$ cat config.mk
export PLATFORM = sky130hd
export DESIGN_NAME = codec_clock_tree
export DESIGN_NICKNAME = d
export VERILOG_FILES = /design/src/verilog/clock_tree_pkg.sv /design/src/verilog/codec_clock_tree.sv
export SDC_FILE = /design/constraint.sdc
export NUM_CORES = 1
export LEC_CHECK = 0
export BUFFER_PORTS_ARGS = -buffer_cell sky130_fd_sc_hd__buf_2
export CAP_MARGIN = 15
export CORE_UTILIZATION = 30
export CTS_CLUSTER_SIZE = 30
export DETAILED_ROUTE_END_ITERATION = 8
export PLACE_DENSITY = 0.52
export SYNTH_ARGS = -nofsm -noshare
export SYNTH_HDL_FRONTEND = slang
export SYNTH_SLANG_ARGS = --single-unit
export TNS_END_PERCENT = 10
$ cat constraint.sdc
create_clock -name clk_sys_i -period 15.5 [get_ports clk_sys_i]
set_input_delay 2.325 -clock clk_sys_i [delete_from_list [all_inputs] [get_ports clk_sys_i]]
set_output_delay 2.325 -clock clk_sys_i [all_outputs]
set_load 0.03 [all_outputs]
$ cat src/verilog/clock_tree_pkg.sv
// Constants and types shared by the codec clock tree
package clock_tree_pkg;

  // ---------------------------------------------------------------
  // Register indices (byte address is four times the index)
  // ---------------------------------------------------------------
  localparam logic [5:0] REG_ROOT_SEL   = 6'h04;
  localparam logic [5:0] REG_PLL_CTRL   = 6'h05;
  localparam logic [5:0] REG_PLL_J      = 6'h06;
  localparam logic [5:0] REG_FRAC_UP    = 6'h07;
  localparam logic [5:0] REG_FRAC_LO    = 6'h08;
  localparam logic [5:0] REG_PLAY_N     = 6'h0b;
  localparam logic [5:0] REG_PLAY_M     = 6'h0c;
  localparam logic [5:0] REG_PLAY_OSR_U = 6'h0d;
  localparam logic [5:0] REG_PLAY_OSR_L = 6'h0e;
  localparam logic [5:0] REG_REC_N      = 6'h12;
  localparam logic [5:0] REG_REC_M      = 6'h13;
  localparam logic [5:0] REG_REC_OSR    = 6'h14;
  localparam logic [5:0] REG_GP_SEL     = 6'h19;
  localparam logic [5:0] REG_GP_DIV     = 6'h1a;
  localparam logic [5:0] REG_SIF_CTRL   = 6'h1b;
  localparam logic [5:0] REG_SIF_CLK    = 6'h1d;
  localparam logic [5:0] REG_BCLK_DIV   = 6'h1e;
  localparam logic [5:0] REG_GP_ROUTE   = 6'h1f;
  localparam logic [5:0] REG_REC_STAT   = 6'h24;
  localparam logic [5:0] REG_PLAY_STAT  = 6'h25;

  // ---------------------------------------------------------------
  // Field positions and reset values
  // ---------------------------------------------------------------
  localparam int DIV_EN_BIT    = 7;
  localparam int PLL_ON_BIT    = 7;
  localparam int BCLK_OUT_BIT  = 3;
  localparam int PLAY_L_STAT   = 7;
  localparam int PLAY_R_STAT   = 3;
  localparam int REC_STAT_BIT  = 6;
  localparam logic [7:0] RST_PLL_CTRL = 8'h11;
  localparam logic [7:0] RST_PLL_J    = 8'h04;
  localparam logic [7:0] RST_DIV      = 8'h01;
  localparam logic [7:0] RST_ZERO     = 8'h00;
  localparam logic [16:0] FRAC_SCALE  = 17'h02710;

  // ---------------------------------------------------------------
  // Timing
  // ---------------------------------------------------------------
  localparam int CLK_MHZ        = 200;
  localparam int LOCK_TIME_US   = 10000;
  localparam int LOCK_CYCLES    = LOCK_TIME_US * CLK_MHZ;

  // Divider stages of the tree
  typedef enum logic [2:0] {
    ST_PLAY_N   = 3'h0,
    ST_PLAY_M   = 3'h1,
    ST_PLAY_OSR = 3'h2,
    ST_REC_N    = 3'h3,
    ST_REC_M    = 3'h4,
    ST_REC_OSR  = 3'h5,
    ST_BCLK     = 3'h6,
    ST_GP       = 3'h7
  } stage_t;

  typedef struct packed {
    logic        en;
    logic [10:0] value;
  } div_cfg_t;

endpackage : clock_tree_pkg

$ cat src/verilog/codec_clock_tree.sv
// Codec clock tree: root select, fractional synthesiser, divider chain
`timescale 1ns/1ps

module codec_clock_tree
  import clock_tree_pkg::*;
#(
  parameter int LOCK_WAIT = LOCK_CYCLES
) (
  input  wire logic        clk_sys_i,
  input  wire logic        resetn_i,
  input  wire logic [5:0]  address_i,
  input  wire logic        read_i,
  input  wire logic        write_i,
  input  wire logic [3:0]  byteenable_i,
  input  wire logic [31:0] writedata_i,
  output logic [31:0]      readdata_o,
  output logic             waitrequest_o,
  input  wire logic        master_clock_i,
  input  wire logic        bit_clock_i,
  input  wire logic        general_pin_one_i,
  input  wire logic        play_left_powered_i,
  input  wire logic        play_right_powered_i,
  input  wire logic        rec_powered_i,
  output logic             root_codec_clock_o,
  output logic             playback_block_clock_o,
  output logic             playback_modulator_clock_o,
  output logic             playback_sample_clock_o,
  output logic             record_block_clock_o,
  output logic             record_modulator_clock_o,
  output logic             record_sample_clock_o,
  output logic             bit_clock_o,
  output logic             bit_clock_oe_o,
  output logic             general_pin_one_o,
  output logic             general_pin_one_oe_o,
  output logic             serial_data_gp_o,
  output logic             serial_data_gp_oe_o,
  output logic             synth_locked_o
);
  import clock_tree_pkg::*;

  // ---------------------------------------------------------------
  // Register file
  // ---------------------------------------------------------------
  logic [7:0]  cfg [0:63];
  logic [13:0] frac_active;
  logic [7:0]  stat_rec;
  logic [7:0]  stat_play;
  logic [7:0]  rd_byte;

  wire bus_req    = read_i | write_i;
  wire bus_accept = bus_req & ~waitrequest_o;
  wire wr_hit     = write_i & ~waitrequest_o & byteenable_i[0];
  wire is_status  = (address_i == REG_REC_STAT) |
                    (address_i == REG_PLAY_STAT);
  wire is_rw      = (address_i == REG_ROOT_SEL) |
                    (address_i == REG_PLL_CTRL) |
                    (address_i == REG_PLL_J) |
                    (address_i == REG_FRAC_UP) |
                    (address_i == REG_FRAC_LO) |
                    (address_i == REG_PLAY_N) |
                    (address_i == REG_PLAY_M) |
                    (address_i == REG_PLAY_OSR_U) |
                    (address_i == REG_PLAY_OSR_L) |
                    (address_i == REG_REC_N) |
                    (address_i == REG_REC_M) |
                    (address_i == REG_REC_OSR) |
                    (address_i == REG_GP_SEL) |
                    (address_i == REG_GP_DIV) |
                    (address_i == REG_SIF_CTRL) |
                    (address_i == REG_SIF_CLK) |
                    (address_i == REG_BCLK_DIV) |
                    (address_i == REG_GP_ROUTE);

  assign stat_rec  = {1'b0, rec_powered_i, 6'h00};
  assign stat_play = {play_left_powered_i, 3'h0,
                      play_right_powered_i, 3'h0};
  assign rd_byte   = (address_i == REG_REC_STAT)  ? stat_rec  :
                     (address_i == REG_PLAY_STAT) ? stat_play :
                     is_rw ? cfg[address_i] : 8'h00;

  function automatic logic [7:0] reset_val(input int idx);
    case (idx)
      REG_PLL_CTRL: reset_val = RST_PLL_CTRL;
      REG_PLL_J:    reset_val = RST_PLL_J;
      REG_PLAY_N, REG_PLAY_M, REG_REC_N, REG_REC_M, REG_GP_DIV,
      REG_BCLK_DIV: reset_val = RST_DIV;
      default:      reset_val = RST_ZERO;
    endcase
  endfunction : reset_val

  // One wait state: request seen, then answered the next edge
  always_ff @(posedge clk_sys_i)
  begin
    if (!resetn_i)
      waitrequest_o <= 1'b1;
    else
      waitrequest_o <= ~(bus_req & waitrequest_o);
  end

  always_ff @(posedge clk_sys_i)
  begin
    if (!resetn_i)
      readdata_o <= 32'h0000_0000;
    else if (read_i & waitrequest_o)
      readdata_o <= {24'h00_0000, rd_byte};
  end

  for (genvar r = 0; r < 64; r++) begin : g_reg
    always_ff @(posedge clk_sys_i)
    begin
      if (!resetn_i)
        cfg[r] <= reset_val(r);
      else if (wr_hit & is_rw & ~is_status & (address_i == r))
        cfg[r] <= writedata_i[7:0];
    end
  end

  // Fraction takes effect only with the lower half write
  always_ff @(posedge clk_sys_i)
  begin
    if (!resetn_i)
      frac_active <= 14'h0000;
    else if (wr_hit & (address_i == REG_FRAC_LO))
      frac_active <= {cfg[REG_FRAC_UP][5:0], writedata_i[7:0]};
  end

  // ---------------------------------------------------------------
  // Pin sampling and edge ticks
  // ---------------------------------------------------------------
  logic [2:0] pin_s1;
  logic [2:0] pin_s2;
  logic [2:0] pin_s3;
  wire  [2:0] pin_tick = pin_s2 ^ pin_s3;

  always_ff @(posedge clk_sys_i)
  begin
    if (!resetn_i)
    begin
      pin_s1 <= 3'h0;
      pin_s2 <= 3'h0;
      pin_s3 <= 3'h0;
    end
    else
    begin
      pin_s1 <= {general_pin_one_i, bit_clock_i, master_clock_i};
      pin_s2 <= pin_s1;
      pin_s3 <= pin_s2;
    end
  end

  // ---------------------------------------------------------------
  // Fractional synthesiser, modelled as an edge-rate accumulator
  // ---------------------------------------------------------------
  wire        pll_on  = cfg[REG_PLL_CTRL][PLL_ON_BIT];
  wire [3:0]  p_code  = {1'b0, cfg[REG_PLL_CTRL][6:4]};
  wire [4:0]  p_val   = (p_code == 4'h0) ? 5'h08 : {1'b0, p_code};
  wire [4:0]  r_val   = (cfg[REG_PLL_CTRL][3:0] == 4'h0) ? 5'h10 :
                        {1'b0, cfg[REG_PLL_CTRL][3:0]};
  wire [5:0]  j_val   = cfg[REG_PLL_J][5:0];
  wire [1:0]  syn_sel = cfg[REG_GP_ROUTE][3:2];
  logic [25:0] syn_acc;
  logic [31:0] lock_cnt;
  // Operands widened first so that J times scale cannot wrap
  wire [19:0] jd_val  = 20'(j_val) * 20'(FRAC_SCALE) +
                        20'(frac_active);
  wire [24:0] syn_inc = 25'(jd_val) * 25'(r_val);
  wire [16:0] syn_thr = 17'(p_val) * FRAC_SCALE;
  wire        syn_ref = pin_tick[syn_sel == 2'h3 ? 2'h0 : syn_sel];
  wire [25:0] acc_sum = syn_acc + (syn_ref ? {1'b0, syn_inc} : 26'h0);
  wire        acc_hit = acc_sum >= {9'h000, syn_thr};
  wire        syn_tick = pll_on & synth_locked_o & acc_hit;

  // Output rate is capped at one edge per system cycle
  always_ff @(posedge clk_sys_i)
  begin
    if (!resetn_i | ~pll_on)
      syn_acc <= 26'h0;
    else
      syn_acc <= acc_hit ? acc_sum - {9'h000, syn_thr} : acc_sum;
  end

  always_ff @(posedge clk_sys_i)
  begin
    if (!resetn_i | ~pll_on)
    begin
      lock_cnt       <= 32'h0;
      synth_locked_o <= 1'b0;
    end
    else if (lock_cnt < 32'(LOCK_WAIT))
      lock_cnt <= lock_cnt + 32'h1;
    else
      synth_locked_o <= 1'b1;
  end

  // ---------------------------------------------------------------
  // Root select and divider chain
  // ---------------------------------------------------------------
  logic [7:0]  src_tick;
  logic [7:0]  div_tick;
  div_cfg_t    cfg_div [0:7];
  wire [1:0]   root_sel  = cfg[REG_ROOT_SEL][1:0];
  wire         root_tick = (root_sel == 2'h3) ? syn_tick :
                           pin_tick[root_sel];
  wire play_busy = play_left_powered_i | play_right_powered_i;
  wire pm_en = cfg[REG_PLAY_M][DIV_EN_BIT] | play_busy;
  wire pn_en = cfg[REG_PLAY_N][DIV_EN_BIT] | pm_en;
  wire rm_en = cfg[REG_REC_M][DIV_EN_BIT] | rec_powered_i;
  wire rn_en = cfg[REG_REC_N][DIV_EN_BIT] | rm_en;
  wire rec_borrow = ~rn_en & ~rm_en;
  wire rec_blk = rec_borrow ? div_tick[ST_PLAY_N] : div_tick[ST_REC_N];
  wire rec_mod = rec_borrow ? div_tick[ST_PLAY_M] : div_tick[ST_REC_M];
  wire [1:0] bsel = cfg[REG_SIF_CLK][1:0];
  wire [2:0] gsel = cfg[REG_GP_SEL][2:0];
  wire [7:0] gp_pool = {rec_mod, rec_blk, div_tick[ST_PLAY_M],
                        div_tick[ST_PLAY_N], syn_tick, pin_tick};
  wire bclk_drive = cfg[REG_SIF_CTRL][BCLK_OUT_BIT];
  wire [1:0] gp_route = cfg[REG_GP_ROUTE][1:0];

  function automatic logic [10:0] div7(input logic [7:0] r);
    div7 = (r[6:0] == 7'h00) ? 11'h080 : {4'h0, r[6:0]};
  endfunction : div7

  wire [9:0] posr = {cfg[REG_PLAY_OSR_U][1:0], cfg[REG_PLAY_OSR_L]};

  assign src_tick[ST_PLAY_N]   = root_tick;
  assign src_tick[ST_PLAY_M]   = div_tick[ST_PLAY_N];
  assign src_tick[ST_PLAY_OSR] = div_tick[ST_PLAY_M];
  assign src_tick[ST_REC_N]    = root_tick;
  assign src_tick[ST_REC_M]    = div_tick[ST_REC_N];
  assign src_tick[ST_REC_OSR]  = rec_mod;
  assign src_tick[ST_BCLK]     = (bsel == 2'h0) ? div_tick[ST_PLAY_N] :
                                 (bsel == 2'h1) ? div_tick[ST_PLAY_M] :
                                 (bsel == 2'h2) ? rec_blk : rec_mod;
  assign src_tick[ST_GP]       = gp_pool[gsel];

  assign cfg_div[ST_PLAY_N]   = '{pn_en, div7(cfg[REG_PLAY_N])};
  assign cfg_div[ST_PLAY_M]   = '{pm_en, div7(cfg[REG_PLAY_M])};
  assign cfg_div[ST_PLAY_OSR] = '{pm_en,
                                  (posr == 10'h000) ? 11'h400 : {1'b0, posr}};
  assign cfg_div[ST_REC_N]    = '{rn_en, div7(cfg[REG_REC_N])};
  assign cfg_div[ST_REC_M]    = '{rm_en, div7(cfg[REG_REC_M])};
  assign cfg_div[ST_REC_OSR]  = '{rm_en | rec_borrow & pm_en,
                                  (cfg[REG_REC_OSR] == 8'h00) ? 11'h100 :
                                  {3'h0, cfg[REG_REC_OSR]}};
  assign cfg_div[ST_BCLK]     = '{bclk_drive,
                                  div7(cfg[REG_BCLK_DIV])};
  assign cfg_div[ST_GP]       = '{|gp_route, div7(cfg[REG_GP_DIV])};

  // Each stage counts source edges; the value is loaded only while off
  for (genvar s = 0; s < 8; s++) begin : g_div
    logic [10:0] held;
    logic [10:0] cnt;
    assign div_tick[s] = cfg_div[s].en & src_tick[s] &
                         (cnt == held - 11'h1);
    always_ff @(posedge clk_sys_i)
    begin
      if (!resetn_i)
      begin
        held <= 11'h001;
        cnt  <= 11'h000;
      end
      else if (!cfg_div[s].en)
      begin
        held <= cfg_div[s].value;
        cnt  <= 11'h000;
      end
      else if (src_tick[s])
        cnt <= div_tick[s] ? 11'h000 : cnt + 11'h1;
    end
  end

  // ---------------------------------------------------------------
  // Clock outputs: one level change per tick
  // ---------------------------------------------------------------
  always_ff @(posedge clk_sys_i)
  begin
    if (!resetn_i)
    begin
      root_codec_clock_o         <= 1'b0;
      playback_block_clock_o     <= 1'b0;
      playback_modulator_clock_o <= 1'b0;
      playback_sample_clock_o    <= 1'b0;
      record_block_clock_o       <= 1'b0;
      record_modulator_clock_o   <= 1'b0;
      record_sample_clock_o      <= 1'b0;
      bit_clock_o                <= 1'b0;
      general_pin_one_o          <= 1'b0;
      serial_data_gp_o           <= 1'b0;
    end
    else
    begin
      root_codec_clock_o         <= root_codec_clock_o ^ root_tick;
      playback_block_clock_o     <= playback_block_clock_o ^
                                    div_tick[ST_PLAY_N];
      playback_modulator_clock_o <= playback_modulator_clock_o ^
                                    div_tick[ST_PLAY_M];
      playback_sample_clock_o    <= playback_sample_clock_o ^
                                    div_tick[ST_PLAY_OSR];
      record_block_clock_o       <= record_block_clock_o ^ rec_blk;
      record_modulator_clock_o   <= record_modulator_clock_o ^ rec_mod;
      record_sample_clock_o      <= record_sample_clock_o ^
                                    div_tick[ST_REC_OSR];
      bit_clock_o                <= bit_clock_o ^ div_tick[ST_BCLK];
      general_pin_one_o          <= general_pin_one_o ^
                                    (div_tick[ST_GP] & gp_route[0]);
      serial_data_gp_o           <= serial_data_gp_o ^
                                    (div_tick[ST_GP] & gp_route[1]);
    end
  end

  always_ff @(posedge clk_sys_i)
  begin
    if (!resetn_i)
    begin
      bit_clock_oe_o       <= 1'b0;
      general_pin_one_oe_o <= 1'b0;
      serial_data_gp_oe_o  <= 1'b0;
    end
    else
    begin
      bit_clock_oe_o       <= bclk_drive;
      general_pin_one_oe_o <= gp_route[0];
      serial_data_gp_oe_o  <= gp_route[1];
    end
  end
endmodule : codec_clock_tree
; After elaboration in Yosys (flattened, before gate mapping)
; Memory sizes are Yosys's and may differ from the RTL's. A register that Yosys moved wholly into a read port is not among the register bits.
; Index checks and enable logic that the tools add are counted.
[totals]
regBits = 280
ram_bits = 512
inputBits = 52
out_inout_bits = 47
word_cells = 657
mem_count = 1
[memory_table]
columns = memory, depth, word_bits, rd, rd_ports_with_merged_regs, wr, line
row1 = cfg, 64, 8, 18, 1, 64, codec_clock_tree.sv:44  ; logic [7:0] cfg [0:63];
[op_classes]
add_sub_neg = 20
mul = 3
magnitude_cmp = 5
n_eq_ne = 75
muxes = 293
bitwise_logic = 200
reduce_logical = 22
[ops]
columns = op, n
row1 = 8-bit 2-to-1 mux, 73
row2 = 1-bit 2-to-1 mux, 202
row3 = 6-bit equality test (second input constant), 32
row4 = 11-bit 2-to-1 mux, 9
row5 = 6-bit by 5-bit equality test with 1-bit output (second input constant), 16
row6 = 1-bit bitwise AND, 93
row7 = 1-bit bitwise OR, 90
row8 = 11-bit by 1-bit adder with 11-bit output (second input constant), 8
row9 = 11-bit equality test, 8
row10 = 11-bit by 1-bit subtractor with 11-bit output (second input constant), 8
row11 = 6-bit by 4-bit equality test with 1-bit output (second input constant), 8
row12 = 7-bit logical NOT, 6
row13 = 32-bit by 1-bit adder with 32-bit output (second input constant), 1
row14 = 32-bit by 21-bit less-than comparator with 1-bit output (second input constant), 1
row15 = 26-bit by 25-bit adder with 26-bit output, 1
row16 = 26-bit by 17-bit >= comparator with 1-bit output, 1
row17 = 26-bit 2-to-1 mux, 1
row18 = 26-bit by 17-bit subtractor with 26-bit output, 1
row19 = 20-bit by 5-bit multiplier with 25-bit output, 1
row20 = 25-bit 2-to-1 mux, 1
row21 = 6-bit by 3-bit equality test with 1-bit output (second input constant), 4
row22 = 20-bit by 14-bit adder with 20-bit output, 1
row23 = 6-bit by 10-bit multiplier with 16-bit output (second input constant), 1
row24 = 2-bit AND reduction, 7
row25 = 23 further kinds, 44

; Logic depth before layout (Yosys ltp)
; Gate-level depths: netlist (run 1).
[depth]
ltp_word = 25
ltp_mapped = 45
ltp_nobuf = 41

; Worst setup path before layout (run 1)
; Ideal clock, no wire load.
[synth_timing]
path_kind = register -> register
start = memory cfg[6][1]
end = register g_div[3].cnt[1]
setup_time_ns = 0.132
t_arrival_ns = 9.714
required_ns = 15.368
path_slack_ns = 5.655
path_stages_with_launch = 43
path_buffers = 4
cell_sequence = edfxtp_1 > inv_1 > fa_1 > fa_1 > inv_1 > ha_1 > inv_1 > fa_1 > xnor2_1 > ha_1 > a21oi_1 > o21ai_0 > and2_1 > o21ai_0 > xor2_1 > nor2b_1 > fa_1 > fa_1 > [7 not listed] > nor2_1 > xor2_1 > nor2_1 > ha_1 > and4_1 > clkbuf_1 > a221o_1 > a221o_1 > a21oi_1 > nor4_1 > nor4_1 > and4_1 > buf_2 > buf_2 > buf_2 > nor2_1 > a31oi_1 > nor3_1
[synth_rtl]
columns = element, line
row1 = "start, declared", codec_clock_tree.sv:44
row2 = "end signal, assigned", codec_clock_tree.sv:268  ; cnt <= div_tick[s] ? 11'h000 : cnt + 11'h1;
row3 = "end, declared", codec_clock_tree.sv:252  ; logic [10:0] cnt;

==> results of run 1 <==
[report_power, final]
group | switching, uW | leakage [uW] | internal [uW]
Sequential | 40.1 | 0.00465 | 1500
Combinational | 699 | 0.00750 | 481
Clock | 598 | 0.000980 | 850
[state kept, by name (all words and copies together) (netlist names), 3 cells and up]
register and cells:
pin_s2 3, frac_active 14, cfg 256, readdata_o 8, syn_acc 26, pin_s3 3
lock_cnt 32, g_div.cnt 88, pin_s1 3, g_div.held 68
[per-layer routing]
metal / part of all wire [%] / vias up / GRT usage, % / wire [um]
li1: - / 10962 / - / -
met1: 46 / 10537 / 21.2 / 36900
met2: 45 / 396 / 24.8 / 36000
met3: 5.5 / 119 / 2.61 / 4390
met4: 2.8 / 4 / 4.85 / 2270
met5: 0.033 / - / 0 / 26
[placed cells by master, fill, tap and decap left out, types with 20 or more instances in the layout]
master,Yosys,final
buf_4,25,29
clkbuf_1,106,20
nand3_1,89,89
a21o_1,26,26
nor2_1,233,233
inv_1,147,146
and3_1,40,40
dfxtp_1,260,260
or4_1,24,24
nand4_1,44,44
or3_1,50,50
mux2i_1,43,43
and2_1,196,196
conb_1,1,137
mux4_2,80,80
fa_1,65,65
edfxtp_1,256,256
nor3_1,63,61
o21ai_0,96,96
buf_2,16,49
o31ai_1,33,33
xor2_1,72,72
nor2b_1,38,38
nand2b_1,31,31
a21oi_1,187,185
clkbuf_16,0,60
xnor2_1,140,140
nand2_1,268,268
nor4_1,56,55
ha_1,132,132
[layout make-up]
cell class                 instances  share of cell area, %
antenna                            4                 0.0292
clock buffer                      83                   4.71
clock inverter                    31                   1.16
inverter                         148                   1.62
multi-input combinational       2339                   48.8
sequential                       516                   37.6
tap                             1298                   4.73
timing repair buffer              81                   1.43
[through the flow]
stage / util (%) / cells / area (um2) / power, uW
6_report: 34.3 / 4500 / 34300 / 4170
5_1_grt: 34.3 / 4496 / 34300 / 4410
4_1_cts: 34.2 / 4489 / 34300 / 4200
3_5_place_dp: 32.2 / 4375 / 32300 / 2740
3_3_place_gp: 32.2 / 4374 / 32200 / 2740
2_1_floorplan: - / 3161 / 30800 / 2470
[cells by family (layout without fill, tap and decap cells)]
group | after synthesis | after routing | synth area share [%]
compound gates | 487 | 487 | 10.1
fa+ha+maj | 197 | 197 | 9.73
other cells | 1 | 141 | 0.0124
flops | 516 | 516 | 42.5
xor+xnor | 212 | 212 | 6.12
mux | 124 | 124 | 7.40
simple gates | 1182 | 1182 | 20.0
buf+inv | 306 | 343 | 4.19
[how the worst max path moves through the flow]
stage	cells after the start	start	end
after floorplan	42	cfg[6][1]	g_div[3].cnt[1]
after global placement	38	cfg[6][0]	g_div[4].cnt[10]
after detailed placement	38	cfg[6][1]	g_div[4].cnt[10]
after CTS	38	cfg[6][0]	g_div[4].cnt[10]
after global routing	38	cfg[6][1]	g_div[4].cnt[10]
final	38	cfg[6][1]	g_div[4].cnt[10]
==> run summary, run 1 <==
outcome -> complete, no violations
Synth area leaders -> edfxtp_1 (25%), dfxtp_1 (17%), mux4_2 (5.9%)
Avg Vias per Cell -> 4.89
worst ir drop on vdd -> 124 uV
Seq/Total Area, Yosys -> 42.5%
Seq. cell area -> 12900 um2
Multi-input gate area -> 16700 um2
worst path bufs/invs -> 5
leading area contributor after synthesis -> edfxtp_1
R2R Path End -> g_div[4].cnt[10]
hold path depth -> 1
Largest stage delay, worst path -> 0.93 ns
final hold slack -> 0.429 ns
dpl hpwl -> 57200 um
#FFs+latches synth -> 516
DRC -> 0
post-route clock skew -> 0.0590 ns
DRT Wirelength -> 79600 um
Die Y -> 320 um
ys async rst share -> 0%
P_leak -> 0.0131 uW
first-pass GRT wire length -> 124000 um
clk_lat worst skew -> 0.66 ns
Synth Warn # -> 0
total gr overflow -> 0
Hold Buf Count CTS -> 0
Post-CTS Setup Repair Bufs -> 0
Vias -> 22018
DR pass1 iterations -> 5
crit path DAT -> 12.45 ns
Synth Cell Area -> 30300 um2
Worst path slowest cell -> a2111oi_2
CTS clk-pin slew, worst paths -> 0.06 ns
post-route ant nets -> 0
clk buf depth -> 3
die footprint -> 102000 um2
Synth top cells by count -> nand2_1 (268), dfxtp_1 (260), edfxtp_1 (256)
Synth top area share -> 25.3%
critical path's most frequent cell -> fa_1
hold_sp -> pin_s2[1]
Post-synth top flop -> dfxtp_1
Final Hold Viols -> 0
worst reg2reg path depth -> 38
core area -> 100000 um2
Cells after Synth -> 3025
Worst slew margin -> 22.8%
CP Launch Type -> register
growth of design area from synthesis to finish -> 13.2%
setup slack, reg-to-reg -> 3.62 ns
port bufs -> 47
CTS tree -> yes
RSZ-0062 raised after global routing -> no
cts repair resizes -> 0
largest net degree at the start of global routing -> 63
Critical Path RT -> 16.06 ns
most instantiated library cell after synthesis -> nand2_1
Top-Level Pins -> 99
Fmax -> 84.1 MHz
TritonCTS Buffers -> 60
initial core utilization -> 30.3%
Worst-Margin Slew -> 1.15 ns
Placer Congestion -> 0.812
Clock Sinks -> 516
Post-synth EDFFs -> 256
kind of critical path -> register to register
average wire per standard cell -> 17.7 um
initial antenna violation count -> 3
setup TNS -> 0 ns
GRT Overall Usage -> 15.5%
count of cell types in the netlist -> 80
final period utilization -> 76.7%
worst slack at placement -> 3.54 ns
Initial DRC Count -> 1415
peak fanout along the critical path -> 12
Root Driver -> clkbuf_16
pwr dens -> 121 nW/um2
FP Rows -> 116
fin crit period -> 11.88 ns
layout cells sized above 1 -> 9.01%
Avg Synthesized Cell Area -> 10.0 um2
H-tree levels -> 2
HP Class -> register to register
vias in the first global route -> 21220
Hold EP -> pin_s3[1]
critical path's top delay family -> adder cells
max-slew violation count -> 0
max cap viols -> 0
Reg-to-Reg Start -> cfg[6][1]
chip width -> 320 um
Layout Nets -> 3395
Setup Viol. Count Final -> 0
crit path capture type -> register
Layout fillers -> 10232
Final WS setup -> 3.62 ns
(Power assumes the default switching activity.)
==> run 2, diff against run 1 <==
--- a/config.mk
+++ b/config.mk
@@ -10,7 +10,7 @@
 export CORE_UTILIZATION = 30
 export CTS_CLUSTER_SIZE = 30
 export DETAILED_ROUTE_END_ITERATION = 8
-export PLACE_DENSITY = 0.52
+export PLACE_DENSITY = 0.54
 export SYNTH_ARGS = -nofsm -noshare
 export SYNTH_HDL_FRONTEND = slang
 export SYNTH_SLANG_ARGS = --single-unit
==> constraint.sdc (replaced) <==
create_clock -name clk_sys_i -period 10.1 [get_ports clk_sys_i]
set_input_delay 1.515 -clock clk_sys_i [delete_from_list [all_inputs] [get_ports clk_sys_i]]
set_output_delay 1.515 -clock clk_sys_i [all_outputs]
set_load 0.03 [all_outputs]
==> run 2 against run 1 <==
Against the previous run: global-route usage fell by 0.051 points; wire length rose by 0.39%; setup slack got worse by 3.0 ns; clock skew fell by 0.0030 ns; non-clock buffer count rose by 68; final cell count rose by 1.4%; design area rose by 2.5%; utilization rose by 0.87 points; critical path depth rose by 3; sequential cell count did not move; combinational power rose by 69%; maximum frequency rose by 25%.
==> run summary, run 2 (synthesized netlist as in run 1, its figures left out) <==
Setup Viol. Count Final -> 0
outcome -> complete, no violations
FP Rows -> 116
total gr overflow -> 0
Psw -> 2140 uW
Worst slew margin -> 20.0%
largest net degree at the start of global routing -> 70
Worst path slowest cell -> fa_1
clk_lat worst skew -> 0.67 ns
DRC -> 0
Clock Sinks -> 516
post-route ant nets -> 0
H-tree levels -> 2
worst ir drop on vdd -> 162 uV
GRT Overall Usage -> 15.4%
Final Hold Viols -> 0
Root Driver -> clkbuf_16
first-pass GRT wire length -> 125000 um
pwr dens -> 188 nW/um2
core area -> 100000 um2
CTS tree -> yes
Fmax -> 105 MHz
worst slack at placement -> 0.106 ns
crit path DAT -> 10.06 ns
Layout Nets -> 3462
peak fanout along the critical path -> 11
fin crit period -> 9.51 ns
CTS clk-pin slew, worst paths -> 0.06 ns
dpl hpwl -> 57500 um
Largest Register -> cfg
worst reg2reg path depth -> 41
Worst-Margin Slew -> 1.19 ns
Die Y -> 320 um
Placer Congestion -> 0.837
kind of critical path -> register to register
vias in the first global route -> 21280
final period utilization -> 94.2%
die footprint -> 102000 um2
max cap viols -> 0
Hold Buf Count CTS -> 0
port bufs -> 47
commonest non-fill, non-tap cell in the layout -> nand2_1
Final WS setup -> 0.588 ns
growth of design area from synthesis to finish -> 16.0%
initial core utilization -> 30.3%
DR pass1 iterations -> 5
power share of the clock group -> 34.0%
initial antenna violation count -> 7
Reg-to-Reg Start -> cfg[6][1]
P_leak -> 0.0136 uW
layout cells sized above 1 -> 12.3%
TritonCTS Buffers -> 59
max reg flops -> 256
average wire per standard cell -> 17.5 um
combinational group share of total power -> 30.1%
chip width -> 320 um
hold path depth -> 1
most frequent cells in the layout -> nand2_1 (268), dfxtp_1 (260), edfxtp_1 (256)
Vias -> 22482
Final Core Density -> 35.1%
max-slew violation count -> 0
post-route clock skew -> 0.0561 ns
Largest stage delay, worst path -> 0.55 ns
Power, Total -> 6600 uW
Top-Level Pins -> 99
Avg Vias per Cell -> 4.93
Initial DRC Count -> 1355
clk buf depth -> 3
Seq pwr share -> 35.9%
Critical Path RT -> 10.65 ns
HP Class -> register to register
Internal -> 4460 uW
CP Launch Type -> register
hold_sp -> pin_s1[1]
DRT Wirelength -> 79900 um
crit path capture type -> register
Top Registers -> cfg (256), g_div.cnt (88), g_div.held (68)
worst setup path start -> cfg[6][1]
Net Sw Frac -> 32.4%
[run 2: cell types whose count changed in the layout (fill, tap and decap cells not counted), moves of 4 or more]
cell,change
a21oi_1,-4
buf_12,+6
buf_2,-4
buf_4,+66
clkbuf_1,-13
clkinv_4,+6
clkinvlp_4,+5
ha_1,-4
xnor2_1,-4
xnor2_2,+4
[run 2: path summary, 6_finish.rpt]
kind / end / slack, ns
setup / recovery: g_div[6].cnt[3] / 0.59
hold / removal: pin_s2[1] / 0.44
setup reg to reg: g_div[6].cnt[3] / 0.59
hold reg to reg: pin_s2[1] / 0.44
[run 2: layout make-up]
type                            count  area [um2]
Antenna cell                        1        2.50
Multi-Input combinational cell   2339       16900
Clock inverter                     40         460
Tap cell                         1298        1620
Inverter                          148         557
Fill cell                       10075       64900
Sequential cell                   516       12900
Clock buffer                       72        1610
Timing Repair Buffer              149        1110
[run 2: metal layers]
| layer | vias up | track usage [%] | wire, um | share of wire (%) |
|---|---|---|---|---|
| li1 | 11066 | - | - | - |
| met1 | 10890 | 21.6 | 37500 | 47 |
| met2 | 425 | 25.1 | 37000 | 46 |
| met3 | 95 | 2.21 | 3960 | 5.0 |
| met4 | 6 | 3.29 | 1390 | 1.7 |
| met5 | - | 0 | 42 | 0.053 |
[run 2: stage by stage]
step	hold slack (ns)	setup TNS, ns	area [um2]	cells
2_1_floorplan	0.412	0	30800	3161
3_3_place_gp	0.433	0	32800	4443
3_5_place_dp	0.428	0	32800	4443
4_1_cts	0.445	0	34900	4555
5_1_grt	0.469	-0.132	35200	4562
6_report	0.440	0	35200	4563
[run 2: what timing repair did]
action	CTS	global route
buffers inserted	0	3
setup endpoints to repair	0	119
gates resized for setup	0	45
[run 2: worst max-delay path: cells and delay by family (launching register included)]
kind            cells  cell delay, ns
fa+ha+maj          10            3.94
buf+inv             7            0.67
xor+xnor            4            0.72
compound gates     10            1.68
flops               1            0.42
simple gates       10            2.02
[run 2: power by group through the flow]
stage | sequential [uW] | clock, uW | combinational (uW)
CTS | 2370 | 2300 | 1930
detailed placement | 2410 | 0 | 1910
global placement | 2410 | 0 | 1910
global route | 2380 | 2380 | 2230
floorplan | 2390 | 0 | 1400
finish | 2370 | 2250 | 1990
